`src/design/csrr_pkg.sv`:
```
package csrr_pkg;

  localparam int unsigned CSRR_DATA_W = 24;
  localparam int unsigned CSRR_NUM_PORTS = 8;
  localparam int unsigned CSRR_DSP_W = 48;
  localparam int unsigned CSRR_RAM_DEPTH = 48;
  localparam int unsigned CSRR_RATIO_INT_W = 3;
  localparam int unsigned CSRR_RATIO_FRAC_W = 21;

  // register indices; byte address is four times the index
  localparam logic [5:0] CSRR_IDX_STATUS = 6'h08;
  localparam logic [5:0] CSRR_IDX_RATIO0 = 6'h0d;
  localparam logic [5:0] CSRR_IDX_RATIO2 = 6'h0e;
  localparam logic [5:0] CSRR_IDX_RUN_CFG = 6'h14;
  localparam logic [5:0] CSRR_IDX_CONTROL = 6'h15;
  localparam logic [5:0] CSRR_IDX_PROC_STATE = 6'h16;

  // status word layout
  localparam int unsigned CSRR_ST_IFACE_BIT = 23;
  localparam int unsigned CSRR_ST_TEND_BIT = 22;
  localparam int unsigned CSRR_ST_RUN_BIT = 20;
  localparam int unsigned CSRR_ST_ANYERR_BIT = 16;
  localparam int unsigned CSRR_ST_CAPERR_BIT = 13;
  localparam int unsigned CSRR_ST_PORT_LO = 5;
  localparam int unsigned CSRR_ST_RESERR_BIT = 3;

  localparam int unsigned CSRR_CFG_RUN_BIT = 0;
  localparam int unsigned CSRR_CTL_ROUTE_BIT = 0;
  localparam int unsigned CSRR_CTL_CLR_FLAGS_BIT = 1;
  localparam int unsigned CSRR_CTL_IRQ_ACK_BIT = 2;
  localparam int unsigned CSRR_PST_RUN_BIT = 0;
  localparam int unsigned CSRR_PST_IRQ_BIT = 1;

  localparam logic CSRR_RUN_CFG_RESET = 1'b0;
  localparam logic CSRR_ROUTE_RESET = 1'b0;
  localparam logic [23:0] CSRR_RATIO_RESET = 24'h000000;

  typedef struct packed {
    logic meas_active;
    logic run_done;
    logic cap_conversion_error;
    logic [CSRR_NUM_PORTS-1:0] cap_port_err;
    logic res_err;
  } csrr_fe_t;

  typedef struct packed {
    logic valid;
    logic sel;
    logic [CSRR_DSP_W-1:0] data;
  } csrr_res_wr_t;

  typedef struct packed {
    logic we;
    logic [5:0] addr;
    logic [CSRR_DSP_W-1:0] wdata;
  } csrr_ram_req_t;

  typedef enum logic {CSRR_PROC_SLEEP, CSRR_PROC_RUN} csrr_proc_state_t;

endpackage : csrr_pkg

```
`src/design/csrr_readout.sv`:
```
// Summary of operation
// - status bit 23 set on bus traffic during a running measurement
// - status bit 22 set when a resistance measurement run finishes
// - status bit 20 mirrors the run enable configuration bit
// - status bit 16 is the OR of all error conditions
// - status bit 13 set on capacitance converter overflow or error
// - status bits 12 to 5 flag a fault per capacitance port
// - status bit 3 set on resistance converter overflow or error
// - status word at index 8, fixed hardware layout, firmware independent
// - status content independent of processor running or sleeping
// - both ratios are unsigned 3.21 fixed point, 24 bits
// - index 13 returns first sensor to reference ratio
// - index 14 returns second sensor to reference ratio
// - processor works on 48-bit data with a 48 by 48 RAM
// - firmware instruction gates processor clock off until a wake
// - stopped processor wakes on general input or run completion
// - data ready drives active-low interrupt, or active-high pin two when routed
// - configuration register 20 bit 0 is the run enable
//
// The APB interface to the registers was left to the implementer.
`timescale 1ns/10ps
module csrr_readout
  import csrr_pkg::*;
#(
  parameter int unsigned NUM_PORTS = CSRR_NUM_PORTS,
  parameter int unsigned DSP_W = CSRR_DSP_W,
  parameter int unsigned RAM_DEPTH = CSRR_RAM_DEPTH
) (
  input wire logic pclk,
  input wire logic presetn,
  input wire logic ce,
  input wire logic psel,
  input wire logic penable,
  input wire logic pwrite,
  input wire logic [7:0] paddr,
  input wire logic [31:0] pwdata,
  output logic [31:0] prdata,
  output logic pready,
  output logic pslverr,
  input wire csrr_fe_t fe_pins,
  input wire logic gpio_wake_pin,
  input wire logic proc_sleep_req,
  input wire csrr_res_wr_t res_wr,
  input wire logic proc_data_ready,
  input wire csrr_ram_req_t ram_req,
  output logic [DSP_W-1:0] ram_rdata,
  output logic proc_clk_en,
  output logic irq_out_n,
  output logic gpio_two_out,
  output logic gpio_two_oe,
  output logic run_enable
);

  function automatic logic reg_hit(input logic [7:0] a,
                                   input logic [5:0] idx);
    reg_hit = (a == {idx, 2'b00});
  endfunction : reg_hit

  // pin-side inputs, two flops before any use
  csrr_fe_t fe_meta_reg;
  csrr_fe_t fe_sync_reg;
  logic wake_meta_reg;
  logic wake_sync_reg;
  logic wake_prev_reg;
  logic done_prev_reg;

  always_ff @(posedge pclk or negedge presetn) begin
    if (!presetn) begin
      fe_meta_reg <= '0;
      fe_sync_reg <= '0;
      wake_meta_reg <= 1'b0;
      wake_sync_reg <= 1'b0;
      wake_prev_reg <= 1'b0;
      done_prev_reg <= 1'b0;
    end else if (ce) begin
      fe_meta_reg <= fe_pins;
      fe_sync_reg <= fe_meta_reg;
      wake_meta_reg <= gpio_wake_pin;
      wake_sync_reg <= wake_meta_reg;
      wake_prev_reg <= wake_sync_reg;
      done_prev_reg <= fe_sync_reg.run_done;
    end
  end

  logic wake_rise;
  logic run_done_rise;
  assign wake_rise = wake_sync_reg & ~wake_prev_reg;
  assign run_done_rise = fe_sync_reg.run_done & ~done_prev_reg;

  // apb handshake: data is captured before pready, so a low ce in the
  // setup cycle only adds wait states instead of returning stale data
  logic cap_valid_reg;
  logic apb_done;
  logic wr_done;
  assign pready = penable & cap_valid_reg & ce;
  assign apb_done = psel & penable & pready;
  assign wr_done = apb_done & pwrite;

  logic run_cfg_reg;
  logic route_reg;
  logic clr_flags;
  logic irq_ack;

  assign clr_flags = wr_done & reg_hit(paddr, CSRR_IDX_CONTROL)
                     & pwdata[CSRR_CTL_CLR_FLAGS_BIT];
  assign irq_ack = wr_done & reg_hit(paddr, CSRR_IDX_CONTROL)
                   & pwdata[CSRR_CTL_IRQ_ACK_BIT];

  always_ff @(posedge pclk or negedge presetn) begin
    if (!presetn) begin
      run_cfg_reg <= CSRR_RUN_CFG_RESET;
    end else if (ce && wr_done && reg_hit(paddr, CSRR_IDX_RUN_CFG)) begin
      run_cfg_reg <= pwdata[CSRR_CFG_RUN_BIT];
    end
  end

  always_ff @(posedge pclk or negedge presetn) begin
    if (!presetn) begin
      route_reg <= CSRR_ROUTE_RESET;
    end else if (ce && wr_done && reg_hit(paddr, CSRR_IDX_CONTROL)) begin
      route_reg <= pwdata[CSRR_CTL_ROUTE_BIT];
    end
  end

  assign run_enable = run_cfg_reg;

  // sticky status flags; a set in the clearing cycle wins
  logic iface_flag_reg;
  logic tend_flag_reg;
  logic cap_conversion_error_reg;
  logic res_err_reg;
  logic [NUM_PORTS-1:0] port_err_reg;
  logic iface_set;
  assign iface_set = psel & ~penable & fe_sync_reg.meas_active;

  always_ff @(posedge pclk or negedge presetn) begin
    if (!presetn) begin
      iface_flag_reg <= 1'b0;
    end else if (ce) begin
      iface_flag_reg <= iface_set | (iface_flag_reg & ~clr_flags);
    end
  end

  always_ff @(posedge pclk or negedge presetn) begin
    if (!presetn) begin
      tend_flag_reg <= 1'b0;
    end else if (ce) begin
      tend_flag_reg <= run_done_rise | (tend_flag_reg & ~clr_flags);
    end
  end

  always_ff @(posedge pclk or negedge presetn) begin
    if (!presetn) begin
      cap_conversion_error_reg <= 1'b0;
      res_err_reg <= 1'b0;
    end else if (ce) begin
      cap_conversion_error_reg <= fe_sync_reg.cap_conversion_error | (cap_conversion_error_reg & ~clr_flags);
      res_err_reg <= fe_sync_reg.res_err | (res_err_reg & ~clr_flags);
    end
  end

  genvar gp;
  generate
    for (gp = 0; gp < NUM_PORTS; gp++) begin : g_port_err
      always_ff @(posedge pclk or negedge presetn) begin
        if (!presetn) begin
          port_err_reg[gp] <= 1'b0;
        end else if (ce) begin
          port_err_reg[gp] <= fe_sync_reg.cap_port_err[gp]
                              | (port_err_reg[gp] & ~clr_flags);
        end
      end
    end
  endgenerate

  // built only from converter flags, bus traffic (bit 23) and config, never processor state
  logic [CSRR_DATA_W-1:0] status_word;
  always_comb begin
    status_word = '0; // unassigned bits read zero
    status_word[CSRR_ST_IFACE_BIT] = iface_flag_reg;
    status_word[CSRR_ST_TEND_BIT] = tend_flag_reg;
    status_word[CSRR_ST_RUN_BIT] = run_cfg_reg;
    status_word[CSRR_ST_ANYERR_BIT] = cap_conversion_error_reg | res_err_reg
                                      | (|port_err_reg);
    status_word[CSRR_ST_CAPERR_BIT] = cap_conversion_error_reg;
    status_word[CSRR_ST_PORT_LO +: NUM_PORTS] = port_err_reg;
    status_word[CSRR_ST_RESERR_BIT] = res_err_reg;
  end

  // embedded processor clock gate
  csrr_proc_state_t proc_state_reg;
  logic proc_run;
  assign proc_run = (proc_state_reg == CSRR_PROC_RUN);

  always_ff @(posedge pclk or negedge presetn) begin
    if (!presetn) begin
      proc_state_reg <= CSRR_PROC_RUN;
    end else if (ce) begin
      unique case (proc_state_reg)
        CSRR_PROC_RUN: begin
          if (proc_sleep_req) begin
            proc_state_reg <= CSRR_PROC_SLEEP;
          end
        end
        CSRR_PROC_SLEEP: begin
          if (wake_rise || run_done_rise) begin
            proc_state_reg <= CSRR_PROC_RUN;
          end
        end
      endcase
    end
  end

  assign proc_clk_en = proc_run;

  // results written only by the running processor
  logic [CSRR_DATA_W-1:0] ratio_reg [2];
  genvar gr;
  generate
    for (gr = 0; gr < 2; gr++) begin : g_ratio
      always_ff @(posedge pclk or negedge presetn) begin
        if (!presetn) begin
          ratio_reg[gr] <= CSRR_RATIO_RESET;
        end else if (ce && proc_run && res_wr.valid
                     && (res_wr.sel == 1'(gr))) begin
          // low 24 bits of the 48-bit word: 3.21 unsigned
          ratio_reg[gr] <= res_wr.data[CSRR_DATA_W-1:0];
        end
      end
    end
  endgenerate

  // working ram, no reset needed on data
  logic [DSP_W-1:0] ram_mem [RAM_DEPTH];
  logic ram_addr_ok;
  assign ram_addr_ok = (32'(ram_req.addr) < RAM_DEPTH);

  always_ff @(posedge pclk) begin
    if (ce && proc_run && ram_req.we && ram_addr_ok) begin
      ram_mem[ram_req.addr] <= ram_req.wdata;
    end
  end

  always_ff @(posedge pclk or negedge presetn) begin
    if (!presetn) begin
      ram_rdata <= '0;
    end else if (ce && proc_run) begin
      ram_rdata <= ram_addr_ok ? ram_mem[ram_req.addr] : '0;
    end
  end

  // data ready interrupt; held until software acknowledges it
  logic irq_pend_reg;
  always_ff @(posedge pclk or negedge presetn) begin
    if (!presetn) begin
      irq_pend_reg <= 1'b0;
    end else if (ce) begin
      irq_pend_reg <= (proc_run & proc_data_ready)
                      | (irq_pend_reg & ~irq_ack);
    end
  end

  // one flop behind pending so the pins never glitch
  always_ff @(posedge pclk or negedge presetn) begin
    if (!presetn) begin
      irq_out_n <= 1'b1;
      gpio_two_out <= 1'b0;
      gpio_two_oe <= 1'b0;
    end else if (ce) begin
      irq_out_n <= ~(irq_pend_reg & ~route_reg);
      gpio_two_out <= irq_pend_reg & route_reg;
      gpio_two_oe <= route_reg;
    end
  end

  // read mux and error decode; reads modify nothing but status bit 23, set during a measurement
  logic [31:0] rd_data;
  logic rd_err;
  always_comb begin
    rd_data = '0;
    rd_err = 1'b0;
    if (reg_hit(paddr, CSRR_IDX_STATUS)) begin
      rd_data[CSRR_DATA_W-1:0] = status_word;
      rd_err = pwrite;
    end else if (reg_hit(paddr, CSRR_IDX_RATIO0)) begin
      rd_data[CSRR_DATA_W-1:0] = ratio_reg[0];
      rd_err = pwrite;
    end else if (reg_hit(paddr, CSRR_IDX_RATIO2)) begin
      rd_data[CSRR_DATA_W-1:0] = ratio_reg[1];
      rd_err = pwrite;
    end else if (reg_hit(paddr, CSRR_IDX_RUN_CFG)) begin
      rd_data[CSRR_CFG_RUN_BIT] = run_cfg_reg;
    end else if (reg_hit(paddr, CSRR_IDX_CONTROL)) begin
      rd_data[CSRR_CTL_ROUTE_BIT] = route_reg;
    end else if (reg_hit(paddr, CSRR_IDX_PROC_STATE)) begin
      rd_data[CSRR_PST_RUN_BIT] = proc_run;
      rd_data[CSRR_PST_IRQ_BIT] = irq_pend_reg;
      rd_err = pwrite;
    end else begin
      rd_err = 1'b1;
    end
  end

  always_ff @(posedge pclk or negedge presetn) begin
    if (!presetn) begin
      cap_valid_reg <= 1'b0;
      prdata <= '0;
      pslverr <= 1'b0;
    end else if (ce) begin
      cap_valid_reg <= psel & ~(penable & cap_valid_reg);
      if (psel && !cap_valid_reg) begin
        prdata <= pwrite ? 32'h00000000 : rd_data;
        pslverr <= rd_err;
      end
    end
  end

endmodule : csrr_readout

```
`config.mk`:
```
export PLATFORM = sky130hd
export DESIGN_NAME = csrr_readout
export DESIGN_NICKNAME = d
export VERILOG_FILES = /design/src/design/csrr_pkg.sv /design/src/design/csrr_readout.sv
export SDC_FILE = /design/constraint.sdc
export NUM_CORES = 2
export LEC_CHECK = 0
export ABC_AREA = 1
export BUFFER_PORTS_ARGS = -buffer_cell sky130_fd_sc_hd__buf_2
export CORE_ASPECT_RATIO = 1.1
export CORE_UTILIZATION = 65
export CTS_BUF_LIST = sky130_fd_sc_hd__clkbuf_8
export CTS_CLUSTER_DIAMETER = 150
export DETAILED_ROUTE_END_ITERATION = 7
export GPL_TIMING_DRIVEN = 1
export PLACE_DENSITY_LB_ADDON = 0.12
export SLEW_MARGIN = 20
export SYNTH_ARGS = -nofsm -noshare
export SYNTH_HDL_FRONTEND = slang
export SYNTH_SLANG_ARGS = --single-unit
```
`constraint.sdc`:
```
create_clock -name pclk -period 4.75 [get_ports pclk]
set_input_delay 1.425 -clock pclk [delete_from_list [all_inputs] [get_ports pclk]]
set_output_delay 1.425 -clock pclk [all_outputs]
set_load 0.1 [all_outputs]
```
# Word-level counts from Yosys, hierarchy flattened
# Memories as Yosys holds them, arrays and structs flattened.
# Index checks and enable logic that the tools add are counted.
[classes]
addsub = 0
multipliers = 0
div = 0
order_cmp = 1
eq_ne = 6
shifts = 0
n_mux = 22
n_bitwise = 54
n_reduce_logical = 14
[op_table]
columns = ["operator", "count"]
rows = [
  ["two-way mux 24 bit", 3],
  ["two-way mux 48 bit", 1],
  ["AND 1 bit", 29],
  ["equality test 8 x 6 -> 1 bit (second input constant)", 3],
  ["equality test 8 x 7 -> 1 bit (second input constant)", 3],
  ["two-way mux 22 bit", 1],
  ["OR 1 bit", 15],
  ["two-way mux 1 bit", 14],
  ["logical AND 1 bit", 10],
  ["inverter 1 bit", 10],
  ["OR reduction 8 bit", 1],
  ["< comparator 6 bit (second input constant)", 1],
  ["two-way mux 2 bit", 2],
  ["case mux 1 bit (2 select lines)", 1],
  ["AND reduction 2 bit", 1],
  ["zero test 1 bit", 1],
  ["logical OR 1 bit", 1],
]
[word_totals]
reg_bits = 177
latchBits = 0
ramBits = 2304
rom_bits = 0
in_bits = 166
output_inout_bits = 87
wordCells = 137
memories = 1
[mem_list]
columns = ["name", "depth", "word_bits", "read_ports", "rd_ports_with_merged_regs", "wr", "line", "source"]
rows = [
  ["ram_mem", 48, 48, 1, 0, 1, "csrr_readout.sv:234", "logic [DSP_W-1:0] ram_mem [RAM_DEPTH];"],
]

# Longest topological paths before layout
[depth]
ltp_word = 9
ltp_mapped = 17
depth_no_buf = 13

# Worst setup path after synthesis
# Ideal clock, no wire load.
[synth_path]
path_kind = "input -> register"
startpoint = "input ram_req[51] (netlist name)"
endpoint = "memory ram_mem[32][0] (netlist name), enable pin"
setup_time_ns = 0.454
t_arrival_ns = 4.558
required_ns = 4.296
slack_ns = -0.262
cell_stages = 6
n_path_buf = 3
cell_sequence = "buf_2 > inv_1 > clkbuf_1 > buf_1 > nand4_1 > nor2_1"
[synth_between]
elab_chain_cells = 4
[synth_lines]
columns = ["item", "line", "source"]
rows = [
  ["from (decl)", "csrr_readout.sv:45", "input wire csrr_ram_req_t ram_req,"],
  ["< comparator 6 bit", "csrr_readout.sv:236", "assign ram_addr_ok = (32'(ram_req.addr) < RAM_DEPTH);"],
  ["logical AND 1 bit", "csrr_readout.sv:239", "if (ce && proc_run && ram_req.we && ram_addr_ok) begin"],
  ["two-way mux 1 bit", "csrr_readout.sv:239", ""],
  ["two-way mux 1 bit (implied by the code)", "csrr_readout.sv:240", "ram_mem[ram_req.addr] <= ram_req.wdata;"],
  ["to (decl)", "csrr_readout.sv:234", ""],
]
# Parallel ways exist; a longest one is shown, timed or not.

# Worst setup path in the final report
[layout_path]
startpoint = "input ce"
endpoint = "output pready"
[layout_between]
elab_chain_cells = 1
[layout_lines]
columns = ["item", "line", "source"]
rows = [
  ["from (decl)", "csrr_readout.sv:31", "input wire logic ce,"],
  ["AND 1 bit", "csrr_readout.sv:95", "assign pready = penable & cap_valid_reg & ce;"],
  ["to (decl)", "csrr_readout.sv:38", "output logic pready,"],
]
# No other way between the ends.

==> flow_summary.toml <==
[outcome]
status = "finished, final reports clean"

[sta]
hold_viol = 0
min_period_ns = 3.839
finalClockSkew_ns = 0.08313
fin_crit_sh_pct = 80.82
rsz0062_at_grt = "false"
worstMarginPinSlew_ns = 1.075
slew_viol_final = 0
clock.fmax_mhz = 260.5
setup_viol = 0
timing.slew.headroom_pct = 28.33

[yosys]
async_flop_share_pct = 6.834
postSynthCellCount = 9945
synth_cell_types = 33
ys_ff_latch = 2473
seq_area_frac_synth_pct = 71.37
synth_area_um2 = 102900
yosys_warnings = 0
avgSynthCellArea_um2 = 10.34
synth-edff-count = 2304
ys.flop_type = "edfxtp_1"

[placement]
dp.cells = 11919
io_buffers = 191
place.gp.congestion = 0.8423
dp_hpwl_um = 150200

[final_layout]
largest_register_ffs = 2304
nets = 10393
final_cells = 12599
syn_to_final_growth_pct = 10.50
drive_gt1_share_pct = 8.951

[drt]
routed_via_density = 5.743
wl_met1_um = 104500
drt_first_iter_violations = 9145
route.detailed.drc = 0
wl_met2_um = 129700
vias = 72356
met3_wirelength_um = 33480
wl_um = 282600
dr.pass1.iters = 6
routed.top_layer = "met5"
post_drt_wl_per_cell_um = 22.43
antenna_left = 0

[min_path]
hold_depth = 2
hold_class = "register to register"

[setup_path]
critical_path.slowest_cell = "buf_4"
path_cells = "buf_2 > buf_4 > inv_1 > nor2_1 > buf_12"
worstRegToRegCells = 6
cp_max_fo = 49
start_kind = "input port"
max_stage_delay_ns = 0.37
path_depth = 5
cpLargestDelayFamily = "buffers and inverters"
worst_ep_arrival_time_ns = 2.41
crit_required_ns = 3.32
critPathKind = "input port to output pin"
critPathBufInv = 4
endpoint_kind = "output pin"

[clock_network]
htreeDepth = 5
cts_root_buf = "clkbuf_8"
cts_setup_buffers = 0
clk_pin_slew_worst_paths_ns = 0.06
postCtsResizedCells = 0
worstSkewPairLatency_ns = 1.11
postCtsHoldBufs = 0
cts_buffers = 385
cts_tree = "done"
cts_max_path_buffers = 4
clock_sinks = 2473

[die]
initial_core_util_pct = 65.72
ios = 253
die_area_um2 = 159900
dieHeight_um = 419.2
placementRows = 152
die_x_um = 381.3
core_um2 = 156500

[power]
p_leak_nw = 48.47
pwr_density_cell_nw_per_um2 = 393.7
total_power_mw = 44.75
vdd.ir_drop.worst_v = 0.0005555

[global_routing]
grt_pass1_vias = 68662
grt_usage_pct = 35.42
overflow = 0
grt_antenna_before_repair = 25
grt_pass1_wl_um = 417700
grt_max_degree = 159

[flow_run]
cap_violations = 0
-- placed cells by master, fill, tap and decap left out, drive strengths merged --
cell type  netlist  layout
a21oi           62      62
conb             1       8
o21ai          149     149
dfstp            2       2
edfxtp        2304    2304
bufinv           0       4
dfrtp          167     167
o22ai           11      11
o211ai          13      13
a31oi            2       2
and2             1       1
clkinv           1     117
nand4           39      39
a22o             8       8
clkinvlp         0       5
buf            333     413
nor2           184     184
nand3          189     189
nand2         6108    6108
inv            154     280
nor3             6       6
clkbuf         193     412
nor4             1       1
o211a            1       1
nand3b          15      15
o31ai            1       1
diode            0      18
-- routing by layer --
layer	global-route usage (%)	vias up
met5	0	-
met4	17.99	14
met3	7.625	761
met2	55.58	4327
met1	47.16	34248
li1	-	33006
-- power by group --
group          internal [mW]  leakage (nW)  switching (mW)
clock                   8.13          3.95            8.00
combinational          0.831          21.7            3.34
sequential              24.2          22.8           0.265
-- synth_stat cells, types with 4 or more instances --
library cell	instances	area [µm²]
nand3_1	188	940.9
dfrtp_1	167	4179
nand2_1	6107	22920
o21ai_1	11	55.05
o22ai_1	11	68.82
buf_6	7	78.83
o211ai_1	13	97.59
buf_4	61	457.9
buf_1	32	120.1
buf_2	233	1166
a21oi_1	62	310.3
a22o_1	8	70.07
edfxtp_1	2304	69190
nor2_1	183	686.9
o21ai_0	138	690.7
inv_2	4	15.01
nor3_1	4	20.02
nand4_1	39	244.0
clkbuf_1	193	724.4
nand3b_1	15	112.6
inv_1	150	563.0
-- worst min-delay path, stage by stage (launching register included) --
cell	delay [ns]
dfrtp_1	0.34
nand2_1	0.05
nand2_1	0.05
-- logic make-up after synthesis --
| group | share of synthesized area, % |
|---|---|
| other | 0.003645 |
| AOI/OAI and AO/OA | 1.286 |
| DFF | 71.37 |
| and+or+nand+nor | 24.30 |
| buffers and inverters | 3.042 |
-- final timing paths --
check                      slack, ns                          to                       from
setup / recovery                0.91                      pready                         ce
hold / removal                  0.47   wake_sync_reg$_DFFE_PN0P_  wake_sync_reg$_DFFE_PN0P_
setup reg to reg                1.37   ram_mem[14][11]$_DFFE_PP_    proc_clk_en$_DFFE_PN1P_
hold reg to reg                 0.47   wake_sync_reg$_DFFE_PN0P_  wake_sync_reg$_DFFE_PN0P_
max in group asynchronous       3.19  fe_sync_reg[5]$_DFFE_PN0P_                    presetn
min in group asynchronous       0.48   ram_rdata[14]$_DFFE_PN0P_                    presetn
-- per-stage QoR --
step	utilization, %	area [µm²]	setup WS [ns]	hold WS (ns)	TNS [ns]
after floorplan	-	103000	-0.2621	0.4367	-146.85
after global placement	68.27	106900	0.5055	0.4478	0
after detailed placement	68.27	106900	0.4648	0.4599	0
after CTS	72.60	113600	0.9059	0.4221	0
after global routing	72.61	113600	0.8245	0.4849	0
final	72.62	113700	0.9112	0.4731	0
-- layout make-up --
cell class | instances | area (µm²)
diodes | 18 | 45.04
clock buffers | 411 | 5657
clock inverters | 251 | 1115
fillers | 10779 | 42850
inverters | 155 | 604.3
multi-input cells | 6798 | 26770
flip-flops and latches | 2473 | 73420
well taps | 2079 | 2601
repair buffers | 414 | 3465
Note: power is estimated with default switching activity, not from simulation.
